$ cat src/haptic_seq_regs.svh
// Register offsets, reset values and timing counts of the playback sequencer
`ifndef HAPTIC_SEQ_REGS_SVH
`define HAPTIC_SEQ_REGS_SVH
`define FIRE_CTRL_IDX 8'h0c
`define STRENGTH_CFG_IDX 8'h0d
`define RT_AMP_IDX 8'h0e
`define SLOT_FIRST_IDX 8'h0f
`define SLOT_LAST_IDX 8'h16
`define MODE_CFG_IDX 8'h20
`define STATUS_IDX 8'h21
`define RT_AMP_RESET 8'h7f
`define SLOT_ONE_RESET 8'h01
`define SLOT_OTHER_RESET 8'h00
`define SLOT_FLAG_BIT 7
`define FIRE_BIT 0
`define WAIT_UNIT_MS 10
`define CLK_KHZ 10000
`define WAIT_UNIT_CYC (`WAIT_UNIT_MS * `CLK_KHZ)
`define UPDATE_PERIOD_US 1000
`define UPDATE_CYC (`UPDATE_PERIOD_US * `CLK_KHZ / 1000)
`endif

$ cat src/haptic_seq_pkg.sv
// Types shared by the playback sequencer
package haptic_seq_pkg;
  typedef enum logic [2:0] {
    ST_IDLE = 3'h0,
    ST_LOAD = 3'h1,
    ST_PLAY = 3'h3,
    ST_WAIT = 3'h2,
    ST_RT = 3'h6
  } play_state_t;
  typedef enum logic [1:0] {
    MODE_OFF = 2'h0,
    MODE_SEQ = 2'h1,
    MODE_RT = 2'h2
  } play_mode_t;
  // One word of drive output
  typedef struct packed {
    logic [7:0] level;
    logic [6:0] effect;
    logic is_effect;
  } drive_word_t;
endpackage

$ cat src/haptic_playback_sequencer.sv
// Real-time playback path and eight-slot effect sequencer with Wishbone registers
// Operation
// RULE_01: In real-time mode with fire set, drive the real-time amplitude to the load.
// RULE_02: Host may rewrite real-time amplitude anytime; each written value is used. Code uses only the value held when each update period ends.
// RULE_03: Real-time amplitude is treated as an eight-bit two's complement number.
// RULE_04: Slot with wait flag set idles ten milliseconds per count, playing nothing.
// RULE_05: Slot with wait flag clear holds an effect identifier to play.
// RULE_06: Effect identifier selects the library effect at that index.
// RULE_07: Fire in sequencer mode starts playback at slot address 0x0f.
// RULE_08: After a slot finishes, advance to next address if that entry is non-zero.
// RULE_09: Stop at the first zero slot or after the slot at 0x16.
// RULE_10: All later slots decode wait flag and field like the first slot.
// RULE_11: Fire bit stays set until the process completes, then self-clears.
// RULE_12: Host clearing fire during playback abandons playback at once.
// RULE_13: Library strength scaling is ignored in real-time mode.
// RULE_14: Real-time amplitude is resampled every update period while active.
`include "haptic_seq_regs.svh"
module haptic_playback_sequencer #(
  parameter int WAIT_UNIT = `WAIT_UNIT_CYC,
  parameter int UPDATE_PERIOD = `UPDATE_CYC
) (
  input wire logic mclk,
  input wire logic rst_n,
  input wire logic wb_cyc_i,
  input wire logic wb_stb_i,
  input wire logic wb_we_i,
  input wire logic [7:0] wb_adr_i,
  input wire logic [3:0] wb_sel_i,
  input wire logic [31:0] wb_dat_i,
  output logic [31:0] wb_dat_o,
  output logic wb_ack_o,
  output logic effect_start,
  input wire logic effect_done,
  output logic drive_valid,
  input wire logic drive_ready,
  output haptic_seq_pkg::drive_word_t drive_data
);
  ////////////////////////////////////////////////////////////////////////////
  // State
  typedef struct packed {
    logic [7:0][7:0] slots;
    logic [7:0] rt_amp;
    logic [1:0] gain;
    haptic_seq_pkg::play_mode_t mode;
    logic fire;
    haptic_seq_pkg::play_state_t st;
    logic [2:0] slot_idx;
    logic [6:0] wait_cnt;
    logic [23:0] tick;
    logic [31:0] rdata;
    logic ack;
    logic start;
    logic [1:0] fill;
    haptic_seq_pkg::drive_word_t [1:0] buf_q;
    haptic_seq_pkg::drive_word_t out_w;
    logic out_v;
    logic rt_seen;
  } state_t;

  state_t s_reg;
  state_t s_next;
  logic wr_stb;
  logic rd_stb;
  logic [7:0] wbyte;
  logic [7:0] cur_slot;
  logic push;
  haptic_seq_pkg::drive_word_t push_w;
  logic pop;

  ////////////////////////////////////////////////////////////////////////////
  // Bus decode; answer one cycle after the request, never twice in a row
  assign wr_stb = wb_cyc_i && wb_stb_i && wb_we_i && !s_reg.ack;
  assign rd_stb = wb_cyc_i && wb_stb_i && !wb_we_i && !s_reg.ack;
  assign wbyte = wb_sel_i[0] ? wb_dat_i[7:0] : 8'h00;
  assign cur_slot = s_reg.slots[s_reg.slot_idx];
  assign pop = s_reg.out_v && drive_ready;

  // Next-state logic
  always_comb begin
    s_next = s_reg;
    push = 1'b0;
    push_w = '0;
    s_next.ack = wb_cyc_i && wb_stb_i && !s_reg.ack;
    s_next.start = 1'b0;
    // Register writes; only the low byte lane carries data
    if (wr_stb && wb_sel_i[0]) begin
      if (wb_adr_i == (`RT_AMP_IDX << 2)) begin
        s_next.rt_amp = wbyte; // RULE_02
        s_next.rt_seen = 1'b1;
      end
      if (wb_adr_i == (`STRENGTH_CFG_IDX << 2)) begin
        s_next.gain = wbyte[1:0];
      end
      if (wb_adr_i == (`MODE_CFG_IDX << 2)) begin
        s_next.mode = haptic_seq_pkg::play_mode_t'(wbyte[1:0]);
      end
      if (wb_adr_i == (`FIRE_CTRL_IDX << 2)) begin
        s_next.fire = wbyte[`FIRE_BIT];
      end
      for (int i = 0; i < 8; i++) begin
        if (wb_adr_i == 8'((`SLOT_FIRST_IDX + i) << 2)) begin
          s_next.slots[i] = wbyte;
        end
      end
    end
    // Register reads; unmapped words read zero
    s_next.rdata = 32'h0000_0000;
    if (rd_stb) begin
      case (wb_adr_i)
        (`FIRE_CTRL_IDX << 2): s_next.rdata = {31'h0, s_reg.fire};
        (`STRENGTH_CFG_IDX << 2): s_next.rdata = {30'h0, s_reg.gain};
        (`RT_AMP_IDX << 2): s_next.rdata = {24'h0, s_reg.rt_amp};
        (`MODE_CFG_IDX << 2): s_next.rdata = {30'h0, s_reg.mode};
        (`STATUS_IDX << 2): s_next.rdata = {24'h0, 2'h0, s_reg.slot_idx, s_reg.st};
        default: begin
          for (int i = 0; i < 8; i++) begin
            if (wb_adr_i == 8'((`SLOT_FIRST_IDX + i) << 2)) begin
              s_next.rdata = {24'h0, s_reg.slots[i]};
            end
          end
        end
      endcase
    end
    // Playback engine
    if (s_reg.tick != 24'h0) begin
      s_next.tick = s_reg.tick - 24'h1;
    end
    if (!s_reg.fire) begin
      s_next.st = haptic_seq_pkg::ST_IDLE; // RULE_12
    end else begin
      case (s_reg.st)
        haptic_seq_pkg::ST_IDLE: begin
          s_next.slot_idx = 3'h0; // RULE_07
          s_next.st = (s_reg.mode == haptic_seq_pkg::MODE_RT) ? haptic_seq_pkg::ST_RT
                    : haptic_seq_pkg::ST_LOAD;
          s_next.tick = 24'h0;
          s_next.rt_seen = 1'b1;
          if (s_reg.mode == haptic_seq_pkg::MODE_OFF) begin
            s_next.fire = 1'b0;
            s_next.st = haptic_seq_pkg::ST_IDLE;
          end
        end
        haptic_seq_pkg::ST_LOAD: begin
          if (cur_slot == 8'h00) begin
            s_next.fire = 1'b0; // RULE_09 RULE_11
            s_next.st = haptic_seq_pkg::ST_IDLE;
          end else if (cur_slot[`SLOT_FLAG_BIT]) begin
            s_next.wait_cnt = cur_slot[6:0]; // RULE_04 RULE_10
            s_next.tick = 24'(WAIT_UNIT - 1);
            s_next.st = haptic_seq_pkg::ST_WAIT;
          end else if (s_reg.fill < 2'h2) begin
            push = 1'b1; // RULE_05 RULE_06
            push_w.effect = cur_slot[6:0];
            push_w.is_effect = 1'b1;
            push_w.level = 8'h7f >> s_reg.gain;
            s_next.start = 1'b1;
            s_next.st = haptic_seq_pkg::ST_PLAY;
          end
        end
        haptic_seq_pkg::ST_PLAY, haptic_seq_pkg::ST_WAIT: begin
          if (s_reg.st == haptic_seq_pkg::ST_WAIT && s_reg.wait_cnt != 7'h0 &&
              s_reg.tick == 24'h0) begin
            s_next.wait_cnt = s_reg.wait_cnt - 7'h1;
            s_next.tick = 24'(WAIT_UNIT - 1);
          end
          if ((s_reg.st == haptic_seq_pkg::ST_PLAY && effect_done) ||
              (s_reg.st == haptic_seq_pkg::ST_WAIT && s_reg.wait_cnt == 7'h0)) begin
            if (s_reg.slot_idx == 3'h7) begin
              s_next.fire = 1'b0; // RULE_09 RULE_11
              s_next.st = haptic_seq_pkg::ST_IDLE;
            end else begin
              s_next.slot_idx = s_reg.slot_idx + 3'h1; // RULE_08
              s_next.st = haptic_seq_pkg::ST_LOAD;
            end
          end
        end
        haptic_seq_pkg::ST_RT: begin
          // Resample each period; gain deliberately not applied here
          if (s_reg.tick == 24'h0 && s_reg.fill < 2'h2) begin
            push = 1'b1; // RULE_01 RULE_13 RULE_14
            push_w.level = s_reg.rt_amp; // RULE_03
            s_next.tick = 24'(UPDATE_PERIOD - 1);
            s_next.rt_seen = 1'b0;
          end
          if (s_reg.mode != haptic_seq_pkg::MODE_RT) begin
            s_next.fire = 1'b0;
            s_next.st = haptic_seq_pkg::ST_IDLE;
          end
        end
        default: s_next.st = haptic_seq_pkg::ST_IDLE;
      endcase
    end
    // Fire written high by host wins over self-clear
    if (wr_stb && wb_sel_i[0] && wb_adr_i == (`FIRE_CTRL_IDX << 2)) begin
      s_next.fire = wbyte[`FIRE_BIT];
    end
    // Two-entry buffer toward the drive stage; stalls the engine when full
    if (pop) begin
      s_next.out_v = 1'b0;
    end
    if (s_reg.fill != 2'h0 && (!s_reg.out_v || pop)) begin
      s_next.out_w = s_reg.buf_q[0];
      s_next.out_v = 1'b1;
      s_next.buf_q[0] = s_reg.buf_q[1];
      s_next.fill = s_reg.fill - 2'h1;
    end
    if (push) begin
      s_next.buf_q[s_next.fill[0]] = push_w;
      s_next.fill = s_next.fill + 2'h1;
    end
  end

  // Register the whole state
  always_ff @(posedge mclk or negedge rst_n) begin
    if (!rst_n) begin
      s_reg <= '0;
      s_reg.rt_amp <= `RT_AMP_RESET;
      s_reg.slots[0] <= `SLOT_ONE_RESET;
      s_reg.st <= haptic_seq_pkg::ST_IDLE;
      s_reg.mode <= haptic_seq_pkg::MODE_OFF;
    end else begin
      s_reg <= s_next;
    end
  end

  assign wb_ack_o = s_reg.ack;
  assign wb_dat_o = s_reg.rdata;
  assign effect_start = s_reg.start;
  assign drive_valid = s_reg.out_v;
  assign drive_data = s_reg.out_w;

  ////////////////////////////////////////////////////////////////////////////
  // Checks
  stop_on_zero_a: assert property (@(posedge mclk) disable iff (!rst_n)
    s_reg.st == haptic_seq_pkg::ST_LOAD && s_reg.fire && cur_slot == 8'h00
    |=> !s_reg.fire && s_reg.st == haptic_seq_pkg::ST_IDLE) // RULE_09
    else $error("sequencer did not stop on zero slot");
  cancel_fire_a: assert property (@(posedge mclk) disable iff (!rst_n)
    !s_reg.fire && !$rose(s_reg.fire) |=> s_reg.st == haptic_seq_pkg::ST_IDLE) // RULE_12
    else $error("playback continued after fire cleared");
  start_first_a: assert property (@(posedge mclk) disable iff (!rst_n)
    $past(s_reg.st) == haptic_seq_pkg::ST_IDLE && s_reg.st == haptic_seq_pkg::ST_LOAD
    |-> s_reg.slot_idx == 3'h0) // RULE_07
    else $error("playback did not start at first slot");
  advance_slot_a: assert property (@(posedge mclk) disable iff (!rst_n)
    s_reg.fire && s_reg.st == haptic_seq_pkg::ST_PLAY && effect_done && s_reg.slot_idx != 3'h7
    |=> s_reg.slot_idx == $past(s_reg.slot_idx) + 3'h1) // RULE_08
    else $error("slot index did not advance");
  last_slot_a: assert property (@(posedge mclk) disable iff (!rst_n)
    s_reg.fire && s_reg.st == haptic_seq_pkg::ST_PLAY && effect_done && s_reg.slot_idx == 3'h7
    |=> !s_reg.fire) // RULE_09 RULE_11
    else $error("sequence ran past last slot");
  wait_load_a: assert property (@(posedge mclk) disable iff (!rst_n)
    s_reg.fire && s_reg.st == haptic_seq_pkg::ST_LOAD && cur_slot[7] && cur_slot != 8'h00
    |=> s_reg.st == haptic_seq_pkg::ST_WAIT && s_reg.wait_cnt == $past(cur_slot[6:0])
    && !s_reg.start) // RULE_04 RULE_10
    else $error("wait slot decoded wrongly");
  effect_id_a: assert property (@(posedge mclk) disable iff (!rst_n)
    s_reg.start |-> s_reg.st == haptic_seq_pkg::ST_PLAY && s_reg.fill != 2'h0) // RULE_05 RULE_06
    else $error("effect start without effect word");
  rt_sample_a: assert property (@(posedge mclk) disable iff (!rst_n)
    s_reg.fire && s_reg.st == haptic_seq_pkg::ST_RT && s_reg.mode == haptic_seq_pkg::MODE_RT
    && s_reg.tick == 24'h0 && s_reg.fill == 2'h0 && !s_reg.out_v
    |-> ##2 drive_valid && drive_data.level == $past(s_reg.rt_amp, 2)) // RULE_01 RULE_03 RULE_13 RULE_14
    else $error("real-time amplitude not driven unscaled");
  buf_bound_a: assert property (@(posedge mclk) disable iff (!rst_n)
    s_reg.fill <= 2'h2) // RULE_02
    else $error("drive buffer overflow");

  ////////////////////////////////////////////////////////////////////////////
  // Bus, stream and engine checks
  // Ack is a single pulse, so back-to-back requests cannot be taken twice
  ack_pulse_a: assert property (@(posedge mclk) disable iff (!rst_n)
    wb_ack_o |=> !wb_ack_o)
    else $error("ack stood two cycles");
  // Every taken request is answered on the next edge
  ack_answer_a: assert property (@(posedge mclk) disable iff (!rst_n)
    wb_cyc_i && wb_stb_i && !s_reg.ack |=> wb_ack_o)
    else $error("request not answered");
  // A written amplitude is held at once for the engine
  amp_write_a: assert property (@(posedge mclk) disable iff (!rst_n)
    wr_stb && wb_sel_i[0] && wb_adr_i == (`RT_AMP_IDX << 2)
    |=> s_reg.rt_amp == $past(wb_dat_i[7:0])) // RULE_02
    else $error("amplitude write lost");
  // First slot keeps what the host wrote
  slot_write_a: assert property (@(posedge mclk) disable iff (!rst_n)
    wr_stb && wb_sel_i[0] && wb_adr_i == (`SLOT_FIRST_IDX << 2)
    |=> s_reg.slots[0] == $past(wb_dat_i[7:0])) // RULE_05
    else $error("slot write lost");
  // No effect pulse can come out of idle
  idle_start_a: assert property (@(posedge mclk) disable iff (!rst_n)
    s_reg.st == haptic_seq_pkg::ST_IDLE |-> !s_reg.start) // RULE_12
    else $error("effect start while idle");
  // A wait slot plays nothing
  wait_silent_a: assert property (@(posedge mclk) disable iff (!rst_n)
    s_reg.st == haptic_seq_pkg::ST_WAIT |-> !push) // RULE_04
    else $error("word pushed during wait");
  // Real-time words carry no effect index
  rt_plain_a: assert property (@(posedge mclk) disable iff (!rst_n)
    push && s_reg.st == haptic_seq_pkg::ST_RT |-> !push_w.is_effect) // RULE_01
    else $error("real-time word marked as effect");
  // Strength scaling never touches real-time words
  rt_unscaled_a: assert property (@(posedge mclk) disable iff (!rst_n)
    push && s_reg.st == haptic_seq_pkg::ST_RT |-> push_w.level == s_reg.rt_amp) // RULE_13
    else $error("real-time word scaled");
  // Fire stays up while an effect is still running
  fire_hold_a: assert property (@(posedge mclk) disable iff (!rst_n)
    s_reg.fire && s_reg.st == haptic_seq_pkg::ST_PLAY && !effect_done
    && !(wr_stb && wb_adr_i == (`FIRE_CTRL_IDX << 2)) |=> s_reg.fire) // RULE_11
    else $error("fire dropped during effect");
  // Fire with no mode selected clears itself
  mode_off_a: assert property (@(posedge mclk) disable iff (!rst_n)
    s_reg.fire && s_reg.st == haptic_seq_pkg::ST_IDLE && s_reg.mode == haptic_seq_pkg::MODE_OFF
    && !(wr_stb && wb_adr_i == (`FIRE_CTRL_IDX << 2)) |=> !s_reg.fire) // RULE_11
    else $error("fire stuck with mode off");
  // A stalled word stays put until the sink takes it
  drive_hold_a: assert property (@(posedge mclk) disable iff (!rst_n)
    drive_valid && !drive_ready |=> drive_valid && $stable(drive_data))
    else $error("drive word changed under stall");
  // Each delay unit counts down by one
  wait_step_a: assert property (@(posedge mclk) disable iff (!rst_n)
    s_reg.fire && s_reg.st == haptic_seq_pkg::ST_WAIT && s_reg.wait_cnt != 7'h0
    && s_reg.tick == 24'h0 |=> s_reg.wait_cnt == $past(s_reg.wait_cnt) - 7'h1) // RULE_04
    else $error("wait count skipped");
  // Sampling period restarts after every real-time sample
  rt_period_a: assert property (@(posedge mclk) disable iff (!rst_n)
    s_reg.fire && s_reg.st == haptic_seq_pkg::ST_RT && s_reg.tick == 24'h0
    && s_reg.fill < 2'h2 |=> s_reg.tick == 24'(UPDATE_PERIOD - 1)) // RULE_14
    else $error("update period not restarted");
endmodule

$ cat config.mk
export PLATFORM = sky130hd
export DESIGN_NAME = haptic_playback_sequencer
export DESIGN_NICKNAME = d
export VERILOG_FILES = /design/src/haptic_seq_pkg.sv /design/src/haptic_playback_sequencer.sv
export VERILOG_INCLUDE_DIRS = /design/src
export SDC_FILE = /design/constraint.sdc
export NUM_CORES = 1
export LEC_CHECK = 0
export BUFFER_PORTS_ARGS = -buffer_cell sky130_fd_sc_hd__buf_4
export CORE_MARGIN = 4
export CORE_UTILIZATION = 45
export DETAILED_ROUTE_END_ITERATION = 8
export PLACE_DENSITY = 0.72
export SLEW_MARGIN = 25
export SYNTH_ARGS = -nofsm -noshare
export SYNTH_HDL_FRONTEND = slang
export SYNTH_SLANG_ARGS = --single-unit
$ cat constraint.sdc
create_clock -name mclk -period 2.91 [get_ports mclk]
set_input_delay 0.4365 -clock mclk [delete_from_list [all_inputs] [get_ports mclk]]
set_output_delay 0.4365 -clock mclk [all_outputs]
set_load 0.05 [all_outputs]
==> flow_metrics.py, run 1 <==
metrics = {
    "clocking": {
        "h-tree-depth": 4,
        "numCtsBuffers": 17,
        "path_clk_slew_ps": 70,
        "clk_latency_ps": 430,
        "cts_tree": "built",
        "hold_buffers": 0,
        "clkSinkCount": 175,
        "cts-root-buf": "clkbuf_16",
        "cts_buffer_depth": 2,
    },
    "floorplanning": {
        "die_x_um": 152,
        "dieHeight_um": 152,
        "coreArea_um2": 20400,
        "initial_core_util_pct": 46.0,
        "io_pins": 102,
        "rows": 52,
        "die-area_um2": 23200,
    },
    "synth": {
        "synth_top_area_cell": "dfrtp_1",
        "synth_area_per_cell_um2": 11.3,
        "async_flop_share_pct": 100,
        "yosys.cell_types.count": 72,
        "synth_warnings": 0,
        "synthCells": 831,
        "synthesis.area_um2": 9370,
        "synth-seq-area-share_pct": 46.8,
        "yosysTopAreaCellShare_pct": 44.6,
        "netlist_top_cells_area": "dfrtp_1, mux2_2, buf_4, mux2i_1, mux4_2",
        "synth_seq_cells": 175,
        "synth_edf_count": 0,
        "synth_ff_type": "dfrtp_1",
    },
    "timing": {
        "finalSetupViolCount": 0,
        "rsz0062_at_grt": "yes",
        "post-route-min-period_ps": 2840,
        "fin_setup_tns_ps": 0,
        "slew_viol_final": 0,
        "fin_crit_sh_pct": 97.5,
        "worst_hold_slack_ps": 5.27,
        "finalHoldViolCount": 0,
        "max_freq_mhz": 352,
        "final.setup_skew_ps": 11.0,
        "slew-limit-headroom_pct": 58.7,
        "worstMarginPinSlew_ps": 611,
    },
    "run_status": {
        "status": "completed",
    },
    "power_and_ir_drop": {
        "ir_drop_uv": 422,
        "p_per_area_nw_per_um2": 678,
        "p_leak_nw": 4.78,
    },
    "global_routing": {
        "grt_max_degree": 69,
        "grt.overflow.total": 0,
        "antenna_found_initial": 0,
        "grt_pass1_vias": 6915,
        "track_usage_pct": 19.8,
        "grt_pass1_wl_um": 37100,
    },
    "drt": {
        "drt_iter0_drc": 578,
        "vias": 6786,
        "drc": 0,
        "finalWirelength_um": 22700,
        "routedWlPerCell_um": 19.3,
        "postRouteAntennaNets": 0,
        "dr.pass1.iters": 5,
        "viasPerCell": 5.79,
    },
    "placement": {
        "portBuffers": 50,
        "hpwl_um": 16000,
        "place_congestion": 0.915,
    },
    "finish": {
        "antennaDiodeCount": 0,
        "drive_gt1_share_pct": 31.6,
        "largest_register_ffs": 132,
        "nets": 946,
        "area_growth_pct": 14.0,
    },
    "job": {
        "cap_violations": 0,
    },
    "worst_setup_path": {
        "cp.required_ps": 3210,
        "worstSetupPathType": "reg -> reg",
        "cp-end-kind": "flop",
        "cp.arrival_ps": 3140,
        "path_max_fanout": 8,
        "crit_path_start_kind": "flop",
    },
    "worst_hold_path": {
        "hold_class": "in -> async",
    },
}
path summary, 6_finish.rpt:
check / start / endpoint / slack [ps] / cells past startpoint
worst min register to register: drive_data[2]$_DFFE_PN0P_ / drive_data[2]$_DFFE_PN0P_ / 510 / 1
worst max register to register: s_reg[117]$_DFFE_PN0P_ / s_reg[26]$_DFF_PN0_ / 70 / 9
min in group mclk: drive_ready / drive_valid$_DFFE_PN0P_ / 190 / 2
worst max-delay path: s_reg[117]$_DFFE_PN0P_ / s_reg[26]$_DFF_PN0_ / 70 / 9
worst min-delay path: rst_n / drive_data[9]$_DFFE_PN0P_ / 5 / 1
max in group asynchronous: rst_n / s_reg[136]$_DFFE_PN1P_ / 2120 / 2
cells in the final DEF, fill, tap and decap left out, drive strengths merged, types with 6 or more instances in the layout:
cell type	count
dfrtp	167
mux2	112
buf	102
nor2	62
inv	38
mux2i	38
nand2	33
a21oi	33
a22oi	30
o21ai	29
conb	24
clkbuf	20
nand3	19
mux4	14
xor2	13
nor4	11
nor3	10
o22ai	10
a31oi	9
dfstp	8
and2	7
xnor2	7
clkinv	7
ha	6
critical path, cell delays in order, from the launching register on:
cell and delay [ps]:
dfrtp_2 480, buf_4 150, mux4_2 520, or4b_1 540, o41ai_4 90, buf_4 200
a311oi_4 160, buf_4 210, nor4_1 270, a21oi_1 80
power by group:
group	switching (mW)	total, mW	internal (mW)
sequential	0.207	2.88	2.68
clock	0.981	2.32	1.34
combinational	1.26	2.04	0.777
routing by layer:
layer,routed length (µm),share of wire [%],vias up,GRT usage (%)
met1,9810,43,3438,26.4
li1,-,-,3093,-
met2,11200,49,218,32.6
met4,402,1.8,0,5.95
met5,0,0,-,0
met3,1270,5.6,37,4.29
cell type report:
| type | count | area, µm² |
|---|---|---|
| Clock buffer | 20 | 467 |
| Clock inverter | 12 | 134 |
| Fill cell | 1745 | 9680 |
| Inverter | 36 | 135 |
| Multi-Input combinational cell | 557 | 4420 |
| Sequential cell | 175 | 4390 |
| Tap cell | 270 | 338 |
| Timing Repair Buffer | 102 | 802 |
repair_timing:
item / 4_1_cts / 5_1_grt
setup endpoints to repair: 20 / 24
resized for setup: 1 / 8
buffers inserted: 0 / 2
gates cloned: 0 / 0
per-stage QoR:
stage          util (%)  worst slack, ps  cells  power, mW  cell area, µm²
6_report           52.5             73.0   1172       7.24           10700
5_1_grt            52.5            -17.1   1172       7.63           10700
4_1_cts            52.3             23.6   1170       7.26           10600
3_5_place_dp       49.3            -71.7   1138       4.94           10000
3_3_place_gp       49.3             30.0   1138       4.88           10000
2_1_floorplan         -             32.1    854       4.45            9470
Yosys cell counts, types with 4 or more instances:
cell type    n
nor3_1      10
nor2_1      62
xnor2_1      7
ha_1         6
mux2_2     109
xor2_1      13
clkbuf_1    24
nand4_1      5
buf_1        4
a221oi_1     5
nand2b_1     5
a31oi_1      9
and3_1       4
a22oi_1     30
dfstp_2      8
nor2b_1      5
dfrtp_1    167
mux4_2      14
o21ai_0     27
a22o_1       5
inv_1       36
and2_1       7
nor4_1      11
mux2i_1     37
nand2_1     33
and4_1       4
a21oi_1     33
nand3_1     18
buf_2        4
buf_4       50
o22ai_1     10
cell families after synthesis:
| kind of cell | Yosys count | share of synthesized area (%) |
|---|---|---|
| flops | 175 | 46.8 |
| mux | 164 | 21.0 |
| buf+inv | 122 | 7.30 |
| other cells | 1 | 0.0400 |
| compound gates | 151 | 11.3 |
| xor+xnor | 20 | 1.87 |
| simple gates | 192 | 10.9 |
| fa+ha+maj | 6 | 0.801 |
Note: power is estimated with default switching activity, not from simulation.
==> inputs of run 2 (changes only) <==
Settings changed: PLACE_DENSITY 0.72 to 0.7.
Clock period 2.91 ns to 2.7 ns, I/O delays scaled along.
==> run 2 against run 1 <==
The flow now finishes with violations (negative setup slack). Utilization rose by 1.4 points. Routed wire length rose by 0.97%. Maximum frequency rose by 3.9%. Flip-flop and latch count did not move. Sequential share of layout area fell by 1.1 points. Cell count rose by 1.6%. Setup slack got worse by 100 ps. Critical path type unchanged. Largest cell class unchanged. Largest power group unchanged.
==> flow_metrics.py, run 2 (synthesis results as in run 1) <==
metrics = {
    "clocking": {
        "numCtsBuffers": 17,
        "path_clk_slew_ps": 70,
        "clkSinkCount": 175,
        "h-tree-depth": 4,
        "cts_tree": "built",
        "clk_latency_ps": 430,
        "cts-root-buf": "clkbuf_16",
        "cts_buffer_depth": 2,
    },
    "finish": {
        "multiInputGateArea_um2": 4500,
        "ff_latch_area_um2": 4390,
        "antennaDiodeCount": 0,
        "layout_commonest_cell": "dfrtp_1",
        "drive_gt1_share_pct": 33.7,
        "nets": 966,
        "area_growth_pct": 17.0,
        "fillers": 1742,
        "largest_register_ffs": 132,
        "layout_common_cells": "dfrtp_1, buf_4, mux2_2",
    },
    "power_and_ir_drop": {
        "total_power_mw": 7.87,
        "p_per_area_nw_per_um2": 718,
        "ir_drop_uv": 396,
        "p_leak_nw": 4.91,
    },
    "floorplanning": {
        "io_pins": 102,
        "rows": 52,
        "die-area_um2": 23200,
        "dieHeight_um": 152,
        "coreArea_um2": 20400,
        "die_x_um": 152,
        "initial_core_util_pct": 46.0,
    },
    "timing": {
        "worstMarginPinSlew_ps": 689,
        "post-route-min-period_ps": 2730,
        "finalSetupViolCount": 6,
        "fin_ws_ps": -31.0,
        "fin_crit_sh_pct": 101,
        "slew_viol_final": 0,
        "rsz0062_at_grt": "yes",
        "worst_hold_slack_ps": 166,
        "final.setup_skew_ps": 8.43,
        "slew-limit-headroom_pct": 53.5,
        "max_freq_mhz": 366,
        "finalHoldViolCount": 0,
    },
    "worst_setup_path": {
        "timing.rr.start": "s_reg[117]$_DFFE_PN0P_",
        "cp.arrival_ps": 3040,
        "cp.required_ps": 3010,
        "reg2reg_slack_ps": -30,
        "cp-end-kind": "flop",
        "path_max_fanout": 4,
        "worstSetupPathType": "reg -> reg",
        "rr_worst_depth": 8,
        "crit_path_start_kind": "flop",
    },
    "global_routing": {
        "antenna_found_initial": 0,
        "track_usage_pct": 19.8,
        "grt.overflow.total": 0,
        "grt_max_degree": 64,
        "grt_pass1_wl_um": 37300,
        "grt_pass1_vias": 6838,
    },
    "placement": {
        "dp_slack_ps": -120,
        "place_congestion": 0.930,
        "hpwl_um": 16100,
        "portBuffers": 50,
    },
    "drt": {
        "routedWlPerCell_um": 19.2,
        "viasPerCell": 5.73,
        "finalWirelength_um": 22900,
        "postRouteAntennaNets": 0,
        "drc": 0,
        "drt_iter0_drc": 541,
        "dr.pass1.iters": 5,
        "vias": 6826,
    },
    "run_status": {
        "status": "finished, violations left",
        "failed_checks": "negative setup slack",
    },
    "worst_hold_path": {
        "worstHoldEndpoint": "drive_valid$_DFFE_PN0P_",
        "hold_class": "in -> reg",
        "hold_depth": 2,
        "hold_start": "drive_ready",
    },
    "job": {
        "cap_violations": 0,
    },
}
run 2: layout make-up:
cell class | count | area share (%)
multi-input cells | 557 | 41.0
repair buffers | 122 | 9.33
inverters | 36 | 1.23
well taps | 270 | 3.08
clock buffers | 20 | 4.16
flip-flops and latches | 175 | 40.0
clock inverters | 11 | 1.16
run 2: where the power goes:
group / internal (mW) / switching (mW) / total (mW)
logic: 0.932 / 1.37 / 2.30
clock network: 1.42 / 1.05 / 2.47
registers: 2.89 / 0.220 / 3.11
run 2: stage by stage:
stage | cell area (µm²) | setup TNS (ps) | instances | utilization [%]
after floorplan | 9500 | -411 | 854 | -
after global placement | 10200 | -897 | 1152 | 50.1
after detailed placement | 10200 | -2290 | 1152 | 50.1
after CTS | 10900 | -100 | 1189 | 53.4
after global routing | 11000 | -1140 | 1191 | 53.9
final | 11000 | -60.4 | 1191 | 53.9
run 2: how the worst max path moves through the flow:
stage | slack (ps) | cells past startpoint | endpoint | from
floorplan | -70 | 9 | flop | s_reg[117]$_DFFE_PN0P_
global placement | -70 | 9 | flop | s_reg[117]$_DFFE_PN0P_
detailed placement | -120 | 9 | flop | s_reg[117]$_DFFE_PN0P_
CTS | -30 | 10 | flop | s_reg[117]$_DFFE_PN0P_
global route | -80 | 8 | flop | s_reg[117]$_DFFE_PN0P_
finish | -30 | 8 | flop | s_reg[117]$_DFFE_PN0P_
run 2: routing by layer:
layer | wire, µm | global-route usage [%] | vias up
met4 | 500 | 6.29 | 0
met1 | 9920 | 26.8 | 3410
met5 | 0 | 0 | -
li1 | - | - | 3130
met2 | 11100 | 31.9 | 253
met3 | 1350 | 4.54 | 33
run 2: worst max-delay path: stages (launching register included):
cell	delay, ps
dfrtp_1	380
buf_6	140
mux4_2	540
or4b_4	550
o41ai_4	100
a311o_1	320
a21oi_2	90
ha_4	200
mux2_4	290
run 2: repair_timing:
| action | CTS | global route |
|---|---|---|
| hold buffers | 1 | 0 |
| endpoints found under the setup margin | 31 | 28 |
| gates resized for setup | 8 | 19 |
| cloned | 0 | 1 |
| pin swaps | 4 | 4 |
| buffers inserted | 5 | 1 |
| endpoints found under the hold margin | 45 | 0 |
==> inputs of run 3 (changes only) <==
Settings changed: CORE_MARGIN 4 to 2.
==> run 3 against run 2 <==
The run still ends with negative setup slack left. Clock power fell by 4%. Maximum frequency fell by 1.2%. Clock-buffer cell count fell by 3. Power fell by 0.53%. Sequential power barely moved. Utilization rose by 0.72 points. Combinational power rose by 2%. Non-clock buffer count rose by 9. Cell count rose by 0.84%.
==> flow_metrics.py, run 3 (synthesis results as in run 1) <==
metrics = {
    "floorplanning": {
        "die_x_um": 148,
        "coreArea_um2": 20400,
        "die-area_um2": 22000,
        "rows": 52,
        "dieHeight_um": 148,
        "initial_core_util_pct": 46.0,
        "io_pins": 102,
    },
    "timing": {
        "slew_viol_final": 0,
        "fin_ws_ps": -63.5,
        "finalHoldViolCount": 0,
        "fin_crit_sh_pct": 102,
        "slew-limit-headroom_pct": 60.5,
        "post-route-min-period_ps": 2760,
        "max_freq_mhz": 362,
        "finalSetupViolCount": 17,
        "rsz0062_at_grt": "yes",
        "final.setup_skew_ps": 11.2,
        "worstMarginPinSlew_ps": 593,
        "fin_setup_tns_ps": -596,
    },
    "run_status": {
        "status": "finished, violations left",
        "failed_checks": "negative setup slack",
    },
    "drt": {
        "finalWirelength_um": 23400,
        "postRouteAntennaNets": 0,
        "routedWlPerCell_um": 19.5,
        "drc": 0,
        "dr.pass1.iters": 5,
        "vias": 6979,
        "drt_iter0_drc": 707,
        "viasPerCell": 5.81,
    },
    "global_routing": {
        "grt_pass1_wl_um": 36500,
        "antenna_found_initial": 0,
        "grt_max_degree": 65,
        "grt_pass1_vias": 6613,
        "grt.overflow.total": 0,
        "track_usage_pct": 21.5,
    },
    "clocking": {
        "h-tree-depth": 4,
        "cts_tree": "built",
        "path_clk_slew_ps": 70,
        "numCtsBuffers": 17,
        "clk_latency_ps": 440,
        "cts-root-buf": "clkbuf_16",
        "cts_buffer_depth": 2,
        "clkSinkCount": 175,
    },
    "worst_hold_path": {
        "hold_class": "in -> reg",
        "hold_start": "drive_ready",
    },
    "worst_setup_path": {
        "crit_path_start_kind": "flop",
        "timing.rr.start": "s_reg[117]$_DFFE_PN0P_",
        "cp.required_ps": 3050,
        "worstSetupStartpoint": "s_reg[117]$_DFFE_PN0P_",
        "worstSetupEndpoint": "s_reg[22]$_DFF_PN0_",
        "rr_worst_depth": 9,
        "cp-end-kind": "flop",
        "reg2reg_slack_ps": -60,
        "path_max_fanout": 8,
        "worst_r2r_endpoint": "s_reg[22]$_DFF_PN0_",
        "cp.arrival_ps": 3120,
        "worstSetupPathType": "reg -> reg",
    },
    "job": {
        "cap_violations": 0,
    },
    "placement": {
        "place_congestion": 0.889,
        "hpwl_um": 15700,
        "postPlaceCellArea_um2": 10200,
        "portBuffers": 50,
    },
    "finish": {
        "largest_register_ffs": 132,
        "utilization_pct": 54.6,
        "finalInstanceArea_um2": 11100,
        "multiInputGateArea_um2": 4570,
        "drive_gt1_share_pct": 35.4,
        "antennaDiodeCount": 0,
        "nets": 975,
        "layout_common_cells": "dfrtp_1, buf_4, mux2_2",
        "fillers": 1697,
        "layout_commonest_cell": "dfrtp_1",
        "ff_latch_area_um2": 4390,
        "area_growth_pct": 18.6,
    },
    "power_and_ir_drop": {
        "p_per_area_nw_per_um2": 704,
        "ir_drop_uv": 462,
        "p_leak_nw": 4.95,
    },
}
run 3: final cells by class:
class | count | share of cell area (%)
Sequential cell | 175 | 39.5
Clock buffer | 17 | 3.83
Inverter | 36 | 1.22
Clock inverter | 15 | 1.32
Timing Repair Buffer | 131 | 10.0
Tap cell | 270 | 3.04
Multi-Input combinational cell | 557 | 41.1
run 3: per-layer routing:
metal | vias to the layer above | wire length [µm] | part of all wire (%) | GRT usage [%]
met2 | 256 | 11100 | 47 | 34.0
li1 | 3156 | - | - | -
met4 | 0 | 773 | 3.3 | 8.86
met1 | 3516 | 10200 | 44 | 28.8
met3 | 51 | 1300 | 5.6 | 4.66
met5 | - | 0 | 0 | 0
run 3: how the worst min path moves through the flow:
stage                                             to  depth (start not counted)
after detailed placement  drive_data[13]$_DFFE_PN0P_                          1
final                        drive_valid$_DFFE_PN0P_                          2
after global routing         drive_valid$_DFFE_PN0P_                          2
after CTS                    drive_valid$_DFFE_PN0P_                          2
after floorplan           asynchronous set/reset pin                          0
after global placement    drive_data[14]$_DFFE_PN0P_                          1
run 3: per-stage QoR:
step | hold slack (ps) | std cells | setup slack (ps) | power (mW)
global route | 160 | 1201 | -117 | 8.26
CTS | 144 | 1195 | -12.8 | 7.81
global placement | 428 | 1157 | -245 | 5.35
finish | 156 | 1201 | -63.5 | 7.83
detailed placement | 431 | 1157 | -280 | 5.40
floorplan | 109 | 854 | -66.1 | 4.80
run 3: report_power, final:
group          internal [mW]  leakage [nW]  total [mW]  switching [mW]
logic                  0.935          2.53        2.34            1.40
clock network           1.22         0.272        2.38            1.16
registers               2.88          2.15        3.11           0.226
run 3: timing repair:
action	in CTS	in global routing
endpoints found under the setup margin	32	32
hold endpoints to repair	55	0
gates cloned	0	3
hold buffers	1	0
setup buffers	5	3
pin swaps	4	5
gates resized for setup	22	24
run 3: critical path, cell delays in order, from the launching register on:
cell and delay [ps]:
dfrtp_2 450, buf_12 130, mux4_2 520, or4b_4 570
o41ai_4 80, buf_4 190, a311oi_4 150, o21bai_4 230
buf_12 170, mux2i_1 200
